--- config.mk ---
export PLATFORM = sky130hd
export DESIGN_NAME = spf_setup_two
export DESIGN_NICKNAME = d
export VERILOG_FILES = /design/src/spf_pkg.sv /design/src/spf_sample_fmt.sv /design/src/spf_ptr_step.sv /design/src/spf_setup_two.sv
export SDC_FILE = /design/constraint.sdc
export NUM_CORES = 1
export LEC_CHECK = 0
export BUFFER_PORTS_ARGS = -buffer_cell sky130_fd_sc_hd__buf_2
export CORE_MARGIN = 10
export CORE_UTILIZATION = 52
export CTS_CLUSTER_DIAMETER = 60
export DETAILED_ROUTE_END_ITERATION = 12
export HOLD_SLACK_MARGIN = 0.15
export PLACE_DENSITY = 0.92
export SLEW_MARGIN = 40
export SYNTH_ARGS = -nofsm -noshare
export SYNTH_HDL_FRONTEND = slang
export SYNTH_SLANG_ARGS = --single-unit
--- constraint.sdc ---
create_clock -name ref_clk -period 2.3 [get_ports ref_clk]
set_input_delay 0.115 -clock ref_clk [delete_from_list [all_inputs] [get_ports ref_clk]]
set_output_delay 0.115 -clock ref_clk [all_outputs]
set_load 0.05 [all_outputs]
--- src/spf_pkg.sv ---
// Shared constants and types of the sleep power and output format block
package spf_pkg;

    // ****************************************************************
    // Widths
    // ****************************************************************
    localparam int ADDR_W   = 8;
    localparam int DATA_W   = 8;
    localparam int SAMP_W   = 12;
    localparam int N_SAMP   = 7;
    localparam int IDLE_W   = 12;
    localparam int CODE_W   = 4;

    // ****************************************************************
    // Register offsets
    // ****************************************************************
    localparam logic [7:0] TEMP_OUT  = 8'h01;
    localparam logic [7:0] OUT_X_L   = 8'h04;
    localparam logic [7:0] OUT_Y_L   = 8'h06;
    localparam logic [7:0] VECTOR_MAGNITUDE_OUTPUT_L    = 8'h0A;
    localparam logic [7:0] VECTOR_MAGNITUDE_OUTPUT_H    = 8'h0B;
    localparam logic [7:0] BUF_X_L   = 8'h0C;
    localparam logic [7:0] BUF_Z_L   = 8'h10;
    localparam logic [7:0] BUF_Z_H   = 8'h11;
    localparam logic [7:0] SETUP_TWO = 8'h16;
    localparam logic [7:0] RATE_DEC  = 8'h17;
    localparam logic [7:0] IDLE_L    = 8'h1A;
    localparam logic [7:0] IDLE_H    = 8'h1B;
    localparam logic [7:0] STATUS    = 8'h1C;

    // ****************************************************************
    // Field positions
    // ****************************************************************
    localparam int SLP_PM_HI  = 5;
    localparam int SLP_PM_LO  = 4;
    localparam int BYTE_ORDER = 3;
    localparam int TEMP_AINC  = 1;
    localparam int FAST_READ  = 0;
    localparam int WARN_BIT   = 0;

    // ****************************************************************
    // Reset values
    // ****************************************************************
    localparam logic [7:0]  SETUP_TWO_RST = 8'h00;
    localparam logic [7:0]  RATE_DEC_RST  = 8'h00;
    localparam logic [11:0] IDLE_RST      = 12'h000;

    // ****************************************************************
    // Types
    // ****************************************************************
    typedef enum logic [1:0] {
        SPF_LPM,
        SPF_HPM,
        SPF_FPM
    } spf_sleep_mode_t;

    typedef struct packed {
        logic [SAMP_W-1:0] x;
        logic [SAMP_W-1:0] y;
        logic [SAMP_W-1:0] z;
    } spf_axis_t;

    typedef struct packed {
        spf_sleep_mode_t   mode;
        logic [CODE_W-1:0] rate_code;
        logic [CODE_W-1:0] dec_code;
        logic [IDLE_W-1:0] idle;
    } spf_sleep_cfg_t;

endpackage

--- src/spf_sample_fmt.sv ---
// Byte layout of one 12-bit output sample
`timescale 1ns/1ps
module spf_sample_fmt (
    input  wire logic [11:0] sample,
    input  wire logic        byte_order_select,
    input  wire logic        fast_read,
    output logic      [7:0]  lo_byte,
    output logic      [7:0]  hi_byte
);

    always_comb begin
        if (fast_read) begin
            // Msb byte low whatever the order
            lo_byte = sample[11:4];
            hi_byte = 8'h00;
        end else if (byte_order_select) begin
            // Msbs low, lsb nibble left-justified
            lo_byte = sample[11:4];
            hi_byte = {sample[3:0], 4'h0};
        end else begin
            // Lsbs low, msb nibble right-justified
            lo_byte = sample[7:0];
            hi_byte = {4'h0, sample[11:8]};
        end
    end

endmodule

--- src/spf_ptr_step.sv ---
// Next address of the auto-increment pointer after a read
`timescale 1ns/1ps
module spf_ptr_step (
    input  wire logic [7:0] addr,
    input  wire logic       fast_read,
    input  wire logic       temp_autoinc_include,
    output logic      [7:0] next_addr
);

    logic [7:0] stride;
    logic [7:0] wrap_cur;

    always_comb begin
        // Even address is a low byte; fast mode jumps the high one
        stride = (fast_read && !addr[0]) ? 8'h02 : 8'h01;
        // Temp joins the loop only when asked
        wrap_cur = temp_autoinc_include ? spf_pkg::TEMP_OUT
                                        : spf_pkg::OUT_X_L;
        if (addr == spf_pkg::TEMP_OUT) begin
            next_addr = spf_pkg::OUT_X_L;
        end else if (addr >= spf_pkg::OUT_X_L
                     && addr <= spf_pkg::VECTOR_MAGNITUDE_OUTPUT_H) begin
            if (addr == spf_pkg::VECTOR_MAGNITUDE_OUTPUT_H
                || (fast_read && addr == spf_pkg::VECTOR_MAGNITUDE_OUTPUT_L)) begin
                next_addr = wrap_cur;
            end else begin
                next_addr = addr + stride;
            end
        end else if (addr >= spf_pkg::BUF_X_L
                     && addr <= spf_pkg::BUF_Z_H) begin
            if (addr == spf_pkg::BUF_Z_H
                || (fast_read && addr == spf_pkg::BUF_Z_L)) begin
                next_addr = spf_pkg::BUF_X_L;
            end else begin
                next_addr = addr + stride;
            end
        end else begin
            next_addr = addr + 8'h01;
        end
    end

endmodule

--- src/spf_setup_two.sv ---
// Sleep power selector, output format and read pointer logic
`timescale 1ns/1ps
module spf_setup_two (
    input  wire logic                  ref_clk,
    input  wire logic                  resetn,
    input  wire logic [7:0]            reg_addr,
    input  wire logic [7:0]            reg_wdata,
    input  wire logic                  reg_wr,
    input  wire logic                  reg_rd,
    output logic      [7:0]            reg_rdata,
    input  wire spf_pkg::spf_axis_t    cur_axis,
    input  wire spf_pkg::spf_axis_t    buf_axis,
    input  wire logic [11:0]           vector_magnitude_output_data,
    input  wire logic [7:0]            temp_data,
    input  wire logic                  boot_mode_pin,
    output spf_pkg::spf_sleep_cfg_t    sleep_cfg,
    output logic      [7:0]            auto_inc_addr,
    output logic                       config_warn
);

    // ****************************************************************
    // Storage
    // ****************************************************************
    logic [7:0]               setup_two_reg;
    logic [7:0]               rate_dec_reg;
    logic [11:0]              idle_reg;
    logic [7:0]               rdata_reg;
    logic [7:0]               rdata_next;
    logic [7:0]               ptr_reg;
    logic [7:0]               ptr_next;
    logic                     boot_s1_reg;
    logic                     boot_s2_reg;
    logic                     warn_reg;
    spf_pkg::spf_sleep_cfg_t  cfg_reg;
    spf_pkg::spf_sleep_cfg_t  cfg_next;

    logic [1:0]               sleep_power_select;
    logic                     byte_order_select;
    logic                     temp_autoinc_include;
    logic                     fast_read;
    logic [3:0]               sleep_nibble;

    logic [11:0]              samp  [spf_pkg::N_SAMP];
    logic [7:0]               lo_b  [spf_pkg::N_SAMP];
    logic [7:0]               hi_b  [spf_pkg::N_SAMP];
    logic [7:0]               off;

    assign sleep_power_select   = setup_two_reg[spf_pkg::SLP_PM_HI:
                                                spf_pkg::SLP_PM_LO];
    assign byte_order_select    = setup_two_reg[spf_pkg::BYTE_ORDER];
    assign temp_autoinc_include = setup_two_reg[spf_pkg::TEMP_AINC];
    assign fast_read            = setup_two_reg[spf_pkg::FAST_READ];
    assign sleep_nibble         = rate_dec_reg[3:0];

    // ****************************************************************
    // Register writes
    // ****************************************************************
    always_ff @(posedge ref_clk or negedge resetn) begin
        if (!resetn) begin
            setup_two_reg <= spf_pkg::SETUP_TWO_RST;
        end else if (reg_wr && reg_addr == spf_pkg::SETUP_TWO) begin
            setup_two_reg <= reg_wdata;
        end
    end

    always_ff @(posedge ref_clk or negedge resetn) begin
        if (!resetn) begin
            rate_dec_reg <= spf_pkg::RATE_DEC_RST;
        end else if (reg_wr && reg_addr == spf_pkg::RATE_DEC) begin
            rate_dec_reg <= reg_wdata;
        end
    end

    always_ff @(posedge ref_clk or negedge resetn) begin
        if (!resetn) begin
            idle_reg <= spf_pkg::IDLE_RST;
        end else if (reg_wr && reg_addr == spf_pkg::IDLE_L) begin
            idle_reg[7:0] <= reg_wdata;
        end else if (reg_wr && reg_addr == spf_pkg::IDLE_H) begin
            idle_reg[11:8] <= reg_wdata[3:0];
        end
    end

    // ****************************************************************
    // Sleep mode decode
    // ****************************************************************
    always_comb begin
        cfg_next = '0;
        if (sleep_power_select[1]) begin
            cfg_next.mode     = spf_pkg::SPF_FPM;
            cfg_next.dec_code = sleep_nibble;
            cfg_next.idle     = idle_reg;
        end else if (sleep_power_select[0]) begin
            cfg_next.mode      = spf_pkg::SPF_HPM;
            cfg_next.rate_code = sleep_nibble;
        end else begin
            cfg_next.mode      = spf_pkg::SPF_LPM;
            cfg_next.rate_code = sleep_nibble;
        end
    end

    always_ff @(posedge ref_clk or negedge resetn) begin
        if (!resetn) begin
            cfg_reg <= '0;
        end else begin
            cfg_reg <= cfg_next;
        end
    end

    // ****************************************************************
    // Boot pin watch
    // ****************************************************************
    // Flag only; the selector stays software's to fix
    always_ff @(posedge ref_clk or negedge resetn) begin
        if (!resetn) begin
            boot_s1_reg <= 1'b0;
            boot_s2_reg <= 1'b0;
            warn_reg    <= 1'b0;
        end else begin
            boot_s1_reg <= boot_mode_pin;
            boot_s2_reg <= boot_s1_reg;
            warn_reg    <= boot_s2_reg
                           && sleep_power_select != 2'b00;
        end
    end

    // ****************************************************************
    // Sample formatting
    // ****************************************************************
    assign samp[0] = cur_axis.x;
    assign samp[1] = cur_axis.y;
    assign samp[2] = cur_axis.z;
    assign samp[3] = vector_magnitude_output_data;
    assign samp[4] = buf_axis.x;
    assign samp[5] = buf_axis.y;
    assign samp[6] = buf_axis.z;

    // Only these seven samples see the order bit
    for (genvar i = 0; i < spf_pkg::N_SAMP; i++) begin : g_fmt
        spf_sample_fmt u_fmt (
            .sample            (samp[i]),
            .byte_order_select (byte_order_select),
            .fast_read         (fast_read),
            .lo_byte           (lo_b[i]),
            .hi_byte           (hi_b[i])
        );
    end

    // ****************************************************************
    // Read path
    // ****************************************************************
    assign off = reg_addr - spf_pkg::OUT_X_L;

    always_comb begin
        if (reg_addr == spf_pkg::TEMP_OUT) begin
            rdata_next = temp_data;
        end else if (reg_addr >= spf_pkg::OUT_X_L
                     && reg_addr <= spf_pkg::BUF_Z_H) begin
            rdata_next = off[0] ? hi_b[off[3:1]] : lo_b[off[3:1]];
        end else if (reg_addr == spf_pkg::SETUP_TWO) begin
            rdata_next = setup_two_reg;
        end else if (reg_addr == spf_pkg::RATE_DEC) begin
            rdata_next = rate_dec_reg;
        end else if (reg_addr == spf_pkg::IDLE_L) begin
            rdata_next = idle_reg[7:0];
        end else if (reg_addr == spf_pkg::IDLE_H) begin
            rdata_next = {4'h0, idle_reg[11:8]};
        end else if (reg_addr == spf_pkg::STATUS) begin
            rdata_next = {7'h00, warn_reg};
        end else begin
            rdata_next = 8'h00;
        end
    end

    // Data stand one cycle only, so stale reads never alias
    always_ff @(posedge ref_clk or negedge resetn) begin
        if (!resetn) begin
            rdata_reg <= 8'h00;
        end else if (reg_rd) begin
            rdata_reg <= rdata_next;
        end else begin
            rdata_reg <= 8'h00;
        end
    end

    // ****************************************************************
    // Auto-increment pointer
    // ****************************************************************
    spf_ptr_step u_step (
        .addr                 (reg_addr),
        .fast_read            (fast_read),
        .temp_autoinc_include (temp_autoinc_include),
        .next_addr            (ptr_next)
    );

    always_ff @(posedge ref_clk or negedge resetn) begin
        if (!resetn) begin
            ptr_reg <= 8'h00;
        end else if (reg_rd) begin
            ptr_reg <= ptr_next;
        end
    end

    assign reg_rdata     = rdata_reg;
    assign sleep_cfg     = cfg_reg;
    assign auto_inc_addr = ptr_reg;
    assign config_warn   = warn_reg;
endmodule

After elaboration in Yosys (flattened, before gate mapping)
Cells that the tools add are included.
- add/subtract/negate cells: 3
- order comparisons: 5
- equality and inequality tests: 10
- muxes and demuxes: 54
- bitwise gates (word level): 2
- reduce and logical (&&, ||, !) cells: 16
- operators by type and width (cell ; count):
    two-way mux 8 bit ; 44
    equality test 8 x 5 -> 1 bit (second input constant) ; 7
    binary-select mux 8 bit (select 3 bit) ; 2
    equality test 8 x 4 -> 1 bit (second input constant) ; 2
    two-way mux 16 bit ; 1
    logical AND 1 bit ; 11
    adder 8 x 1 -> 8 bit (second input constant) ; 1
    adder 8 x 2 -> 8 bit ; 1
    equality test 8 x 1 -> 1 bit (second input constant) ; 1
    >= comparator 8 x 3 -> 1 bit (second input constant) ; 1
    >= comparator 8 x 4 -> 1 bit (second input constant) ; 1
    <= comparator 8 x 4 -> 1 bit (second input constant) ; 1
    <= comparator 8 x 5 -> 1 bit (second input constant) ; 1
    two-way mux 4 bit ; 2
    two-way mux 5 bit ; 1
    >= comparator 4 bit (second input constant) ; 1
    two-way mux 2 bit ; 2
    NOT 3 -> 4 bit ; 1
    subtractor 4 x 3 -> 4 bit (second input constant) ; 1
    two-way mux 3 bit ; 1
    logical OR 1 bit ; 2
    AND reduction 2 bit ; 1
    nonzero test 2 bit ; 1
    zero test 1 bit ; 1
    2 further kinds ; 2
- register bits: 69
- input bits: 113
- output and inout bits: 39
- word-level logic and storage cells: 103

Longest topological paths before layout
Gate-level depths: netlist of the first run.
- depth after elaboration: 9
- mapped depth: 13
- gate-level depth less buffers: 8

Cells and area by module
A second synthesis of the first run with hierarchy kept.
- cells, all modules: 536
- area, all modules: 5764.3 um^2
- by module, submodules not included (module ; instances ; cells an instance ; area an instance (um^2)):
    spf_setup_two ; 1 ; 323 ; 3917.5
    spf_sample_fmt ; 7 ; 19 ; 186.4
    spf_ptr_step ; 1 ; 80 ; 541.8

Worst setup path before layout of the first run
Ideal clock, no wire load.
- path kind: input to register
- from: input port reg_addr[2]
- to: register rdata_reg[4], in the netlist reg_rdata[4]
- arrival: 2.357 ns
- data required time: 2.168 ns
- slack: -0.189 ns
- cell stages on the path: 13
- buffers on the path: 5
- path through: buf_4 > buf_6 > buf_4 > inv_2 > ha_1 > buf_2 > buf_2 > mux2i_1 > nor2_1 > a311oi_1 > nor3_1 > a2111oi_0 > o31ai_1
- longest elaborated chain between the ends: 9
- elaborated cells on any way between the ends: 22
- RTL lines (item ; RTL line ; text):
    start: declaration ; spf_setup_two.sv:6 ; input wire logic [7:0] reg_addr,
    subtractor 4 x 3 -> 4 bit ; spf_setup_two.sv:152 ; assign off = reg_addr - spf_pkg::OUT_X_L;
    NOT 3 -> 4 bit (implied by the code) ; spf_setup_two.sv:159 ; rdata_next = off[0] ? hi_b[off[3:1]] : lo_b[off[3:1]];
    binary-select mux 8 bit (select 3 bit) ; spf_setup_two.sv:159 ;
    two-way mux 8 bit (implied by the code) (2 in a row) ; spf_setup_two.sv:159 ;
    two-way mux 8 bit ; spf_setup_two.sv:159 ;
    two-way mux 8 bit ; spf_setup_two.sv:157 ; end else if (reg_addr >= spf_pkg::OUT_X_L
    two-way mux 8 bit (*) ; spf_setup_two.sv:155 ; if (reg_addr == spf_pkg::TEMP_OUT) begin
    two-way mux 8 bit (*) ; spf_setup_two.sv:179 ; end else if (reg_rd) begin
    end signal: assignment ; spf_setup_two.sv:180 ; rdata_reg <= rdata_next;
    end: declaration ; spf_setup_two.sv:27 ; logic [7:0] rdata_reg;
Every way passes the cells marked *; elsewhere a longest branch is shown, timed or not. The select of a mux whose other input is x is not followed.
A chain may end at the register's enable or synchronous reset.

Worst setup path after layout of the first run
- from: input port reg_addr[6]
- to: register rdata_reg[5], in the netlist reg_rdata[5]
- longest elaborated chain between the ends: 7
- elaborated cells on any way between the ends: 13
- RTL lines (item ; RTL line ; text):
    equality test 8 x 5 -> 1 bit ; spf_setup_two.sv:164 ; end else if (reg_addr == spf_pkg::IDLE_L) begin
    two-way mux 8 bit ; spf_setup_two.sv:164 ;
    two-way mux 8 bit ; spf_setup_two.sv:162 ; end else if (reg_addr == spf_pkg::RATE_DEC) begin
    two-way mux 8 bit ; spf_setup_two.sv:160 ; end else if (reg_addr == spf_pkg::SETUP_TWO) begin
    two-way mux 8 bit ; spf_setup_two.sv:157 ;
    two-way mux 8 bit (*) ; spf_setup_two.sv:155 ;
    two-way mux 8 bit (*) ; spf_setup_two.sv:179 ;
Every way passes the cells marked *; elsewhere a longest branch is shown, timed or not.

==> flow_summary.ini, run 1 <==
[status]
outcome = finished, final reports clean

[clock_tree]
clkTransAtPathRegs_ns = 0.07
cts_buffer_depth = 2
postCtsSetupBuffers = 0
cts_root_buffer = clkbuf_8
htreeDepth = 3
numCtsBuffers = 9
clock_sinks = 69
worstSkewPairLatency_ns = 0.36
tritoncts = built

[timing]
finClkSkew_ns = 0.009751
max_slew.worst_pin.slew_ns = 0.6759
max_freq_ghz = 0.4528
final-hold-violation-count = 0
hold-worst-slack_ns = 0.1600
period_share = 0.9602
setup_tns_ns = 0
rsz0062_at_grt = no
slew_violations = 0
finalSetupViolations = 0
finalCriticalPeriod_ns = 2.209
slew_headroom = 0.5494

[route]
drtIter0Drc = 387
wl_mm = 16.12
ant_nets = 0
drc = 0
vias = 4854
drt-vias-per-instance = 6.239
routedWlPerCell_um = 20.72
dr.pass1.iters = 5

[global_route]
grt_start_max_net_pins = 70
grt_pass1_wl_mm = 25.69
antenna_found_initial = 0
grt-ovfl-total = 0
track_usage = 0.2381
grt_pass1_vias = 5129

[setup_path]
rrSetupSlack_ns = 0.14
crit_required_ns = 2.54
cp-end-kind = flop
cp.arrival_ns = 2.44
r2r_cells = 6
criticalPathCategory = in2reg
crit_path_start_kind = input pin
r2r_end = reg_rdata[3]$_DFF_PN0_
crit_fanout = 13
r2r-start = setup_two_reg[3]$_DFFE_PN0P_

[synthesis]
yosysSeqAreaShare = 0.3543
syn_nets = 599
syn_area_um2 = 4873
ys_warn_count = 0
async_reset_ff_frac = 1.000
synth_cells = 475
avgSynthCellArea_um2 = 10.26
synth_seq_cells = 69
synth-main-ff-cell = dfrtp_1
synth_edf_count = 0
yosysUniqueCellTypes = 67

[die]
dieWidth_um = 116.8
core_um2 = 9196
die_h_um = 116.8
fp.dieArea_um2 = 13640
rows = 35
initial_core_util = 0.5299
io_pins = 152

[pwr]
powerDensity_nw_per_um2 = 512.4
leakagePower_nw = 3.071
vdd_drop_max_v = 0.0003514

[placed_design]
post-dp-hpwl_mm = 12.60
gp_congestion = 0.9695
portBuffers = 151

[cells_and_area]
largest_reg_flops = 22
finalNetCount = 787
layout_commonest_cell = buf_2
antenna_cells = 0
mostFrequentLayoutCells = buf_2 (151), dfrtp_1 (69), nand2_1 (49)
area_delta_synth_final_pct = 29.94
drive_gt1_frac = 0.4153

[min_path]
min_to = reg_rdata[2]$_DFF_PN0_
hold_path_class = in2reg
holdPathStages = 4
min-delay-start = temp_data[2]

[run]
cap_violations = 0
worst max-delay path, stage by stage:
cell and delay, ns:
dlygate4sd3_1 0.53, buf_2 0.16, or3_4 0.47, or3_1 0.53, a2111oi_0 0.40, buf_4 0.19
o31ai_1 0.05
Yosys cell counts (4+ instances only):
cell type	number	area, um2
o221ai_1	5	43.79
nor3_1	10	50.05
a21oi_1	28	140.1
mux2_2	37	416.7
buf_6	4	45.04
nand2b_1	4	25.02
clkbuf_1	11	41.29
a2111oi_0	6	52.55
and2_1	18	112.6
nand2_1	49	183.9
o31ai_1	5	37.54
nand4_1	6	37.54
nand3_1	9	45.04
inv_1	10	37.54
o21ai_0	16	80.08
a31oi_1	6	37.54
or3_1	6	37.54
ha_1	10	125.1
o211ai_1	4	30.03
buf_4	5	37.54
dfrtp_1	69	1727
mux2i_1	16	160.2
buf_2	13	65.06
mux4_2	24	540.5
nor2b_1	8	50.05
nor2_1	25	93.84
a221oi_1	8	70.07
repair_timing:
action,CTS,global route
hold buffers,20,0
setup endpoints to repair,0,1
gates resized for setup,0,3
endpoints found under the hold margin,108,0
through the flow:
step / setup WS [ns] / std cells / utilization / instance area (um2) / power (W)
2_1_floorplan: 0.02003 / 475 / - / 4911 / 0.001835
3_3_place_gp: 0.03721 / 743 / 0.6424 / 5908 / 0.002132
3_5_place_dp: 0.05125 / 743 / 0.6424 / 5908 / 0.002148
4_1_cts: 0.08025 / 778 / 0.6872 / 6320 / 0.003233
5_1_grt: 0.02844 / 778 / 0.6886 / 6332 / 0.003387
6_report: 0.09148 / 778 / 0.6886 / 6332 / 0.003245
area by class of cell:
class | instances | area (um2)
clock buffer | 9 | 123.9
clock inverter | 6 | 87.58
fill | 731 | 2864
inverter | 11 | 41.29
multi-input combinational | 362 | 2929
sequential | 69 | 1727
tap | 111 | 138.9
timing repair buffer | 210 | 1285
power breakdown:
| part | total [W] | internal [W] | switching [W] |
|---|---|---|---|
| logic | 0.000868 | 0.000383 | 0.000485 |
| registers | 0.00130 | 0.00126 | 0.0000371 |
| clock network | 0.00108 | 0.000606 | 0.000471 |
| total | 0.00324 | 0.00225 | 0.000993 |
per-layer routing:
layer / global-route usage / share of wire / vias up
met5: 0 / 0 / -
met2: 0.4064 / 0.49 / 299
met3: 0.06983 / 0.099 / 69
li1: - / - / 2188
met4: 0.09720 / 0.039 / 0
met1: 0.2740 / 0.37 / 2298
kinds of logic after synthesis:
group | after synthesis | synth area share
compound gates | 116 | 0.1671
fa+ha+maj | 11 | 0.02978
buf+inv | 44 | 0.04724
mux | 77 | 0.2293
simple gates | 153 | 0.1633
xor+xnor | 5 | 0.008988
flops | 69 | 0.3543
how the worst max path moves through the flow:
| stage | startpoint | cells after the start | to |
|---|---|---|---|
| floorplan | reg_addr[2] | 11 | auto_inc_addr[5]$_DFFE_PN0P_ |
| global route | setup_two_reg[3]$_DFFE_PN0P_ | 6 | reg_rdata[3]$_DFF_PN0_ |
| global placement | reg_addr[2] | 8 | reg_rdata[5]$_DFF_PN0_ |
| finish | reg_addr[6] | 7 | reg_rdata[5]$_DFF_PN0_ |
| CTS | reg_addr[6] | 7 | reg_rdata[5]$_DFF_PN0_ |
| detailed placement | reg_addr[3] | 10 | reg_rdata[4]$_DFF_PN0_ |
Note: power is estimated with default switching activity, not from simulation.
==> run 2: changes to the inputs <==
CORE_ASPECT_RATIO = 0.75   (was unset)
REMOVE_ABC_BUFFERS = 1   (was unset)
==> run 2 against run 1 <==
Compared with the run above: worst hold slack better by 0.0047 ns; clock power rose by 42%; wire length up 11%; largest cell class unchanged; critical path type is now reg2reg; first-iteration DRC count rose by 33%.
==> flow_summary.ini, run 2 (synthesized netlist as in run 1, its figures left out) <==
[route]
vias = 5019
dr.pass1.iters = 5
drtIter0Drc = 516
drc = 0
wl_mm = 17.87
routedWlPerCell_um = 22.39
ant_nets = 0
drt-vias-per-instance = 6.289

[placed_design]
gp_congestion = 0.9600
post-dp-hpwl_mm = 13.99
pre_cts_slack_ns = -0.1043
portBuffers = 151
placement.cell_area_um2 = 5968

[pwr]
swShare = 0.2799
combPwrFrac = 0.239
leakagePower_nw = 3.136
switchingPower_w = 0.001043
seqPwrFrac = 0.351
vdd_drop_max_v = 0.0005628
power_frac_clock = 0.410
powerDensity_nw_per_um2 = 574.1
p_int_w = 0.002684

[cells_and_area]
largest_reg_flops = 22
fillCellCount = 684
finalNetCount = 790
design_area_um2 = 6492
mostFrequentLayoutCells = buf_2 (151), dfrtp_1 (68), nand2_1 (49)
layout_commonest_cell = buf_2
area_delta_synth_final_pct = 33.22
drive_gt1_frac = 0.4239
antenna_cells = 0
utilization = 0.7147

[setup_path]
r2r_cells = 6
cp.arrival_ns = 2.41
criticalPathCategory = reg2reg
crit_required_ns = 2.52
rrSetupSlack_ns = 0.11
r2r_end = reg_rdata[3]$_DFF_PN0_
r2r-start = setup_two_reg[0]$_DFFE_PN0P_
cp-end-kind = flop
crit_path_start_kind = flop
crit_fanout = 4

[die]
fp.dieArea_um2 = 13680
dieWidth_um = 131.8
rows = 30
core_um2 = 9084
die_h_um = 103.8
initial_core_util = 0.5365
io_pins = 152

[global_route]
antenna_found_initial = 0
grt-ovfl-total = 0
grt_pass1_wl_mm = 28.66
grt_pass1_vias = 5241
grt_start_max_net_pins = 34
track_usage = 0.2544

[timing]
setup_tns_ns = 0
slew_headroom = 0.4960
setup_slack_ns = 0.1088
period_share = 0.9527
max_freq_ghz = 0.4564
max_slew.worst_pin.slew_ns = 0.7560
final-hold-violation-count = 0
finClkSkew_ns = 0.007279
finalSetupViolations = 0
finalCriticalPeriod_ns = 2.191
rsz0062_at_grt = no
slew_violations = 0
hold-worst-slack_ns = 0.1647

[clock_tree]
cts_root_buffer = clkbuf_16
tritoncts = built
htreeDepth = 3
clkTransAtPathRegs_ns = 0.06
cts_buffer_depth = 2
clock_sinks = 69
postCtsSetupBuffers = 0
worstSkewPairLatency_ns = 0.33
numCtsBuffers = 9

[status]
outcome = finished, final reports clean

[run]
cap_violations = 0

[min_path]
hold_path_class = in2reg
min-delay-start = reg_addr[6]
holdPathStages = 3
min_to = auto_inc_addr[6]$_DFFE_PN0P_
[run 2: cell types whose count changed in the layout (fill, tap and decap cells not counted), moves of 2 or more]
| cell | previous run | this run |
|---|---|---|
| clkbuf_16 | 0 | 9 |
| buf_4 | 34 | 40 |
| clkbuf_8 | 9 | 3 |
| buf_6 | 3 | 1 |
| clkinv_2 | 2 | 0 |
| dlygate4sd3_1 | 20 | 18 |
[run 2: layer usage]
layer  wire (um)  vias to the layer above  GRT usage  share of wire
met2        8383                      336     0.3990           0.47
met3        1931                       45    0.07819           0.11
met5           0                        -          0              0
li1            -                     2185          -              -
met4         376                        0    0.07132          0.021
met1        7177                     2453     0.3315           0.40
[run 2: power by group through the flow]
stage | logic (W) | registers (W) | clock network (W)
5_1_grt | 0.000953 | 0.00131 | 0.00159
3_5_place_dp | 0.000844 | 0.00133 | 0
2_1_floorplan | 0.000366 | 0.00141 | 0
3_3_place_gp | 0.000832 | 0.00132 | 0
6_report | 0.000892 | 0.00131 | 0.00153
4_1_cts | 0.000872 | 0.00131 | 0.00154
[run 2: timing repair]
| action | CTS | global route |
|---|---|---|
| endpoints found under the setup margin | 0 | 2 |
| gates resized for setup | 0 | 3 |
| hold buffers | 18 | 0 |
| hold endpoints to repair | 60 | 0 |
[run 2: worst max path at each step]
stage	cells past startpoint	slack (ns)	startpoint	endpoint
final	6	0.11	setup_two_reg[0]$_DFFE_PN0P_	reg_rdata[3]$_DFF_PN0_
after global routing	6	0.03	setup_two_reg[0]$_DFFE_PN0P_	reg_rdata[3]$_DFF_PN0_
after CTS	6	0.04	setup_two_reg[3]$_DFFE_PN0P_	reg_rdata[3]$_DFF_PN0_
after detailed placement	11	-0.10	reg_addr[2]	reg_rdata[5]$_DFF_PN0_
after global placement	11	0.02	reg_addr[2]	reg_rdata[5]$_DFF_PN0_
after floorplan	6	-0.14	setup_two_reg[0]$_DFFE_PN0P_	reg_rdata[3]$_DFF_PN0_
[run 2: stage by stage]
| step | total power (W) | instances |
|---|---|---|
| floorplan | 0.001772 | 442 |
| global placement | 0.002155 | 765 |
| detailed placement | 0.002170 | 765 |
| CTS | 0.003720 | 798 |
| global route | 0.003854 | 798 |
| finish | 0.003728 | 798 |
[run 2: final cells by class]
cell class,instances,area [um2],share of cell area
Inverter,11,41.29,0.006360
Clock inverter,3,67.56,0.01041
Multi-Input combinational cell,362,2922,0.4500
Clock buffer,12,266.5,0.04105
Sequential cell,69,1728,0.2661
Tap cell,128,160.2,0.02467
Timing Repair Buffer,213,1308,0.2014
[run 2: critical path, cell delays in order (launching register included)]
cell and delay [ns]:
dfrtp_1 0.43, nor2_4 0.21, mux4_2 0.53, a22oi_2 0.21, nor3_1 0.06, or3_1 0.39
a32o_1 0.25
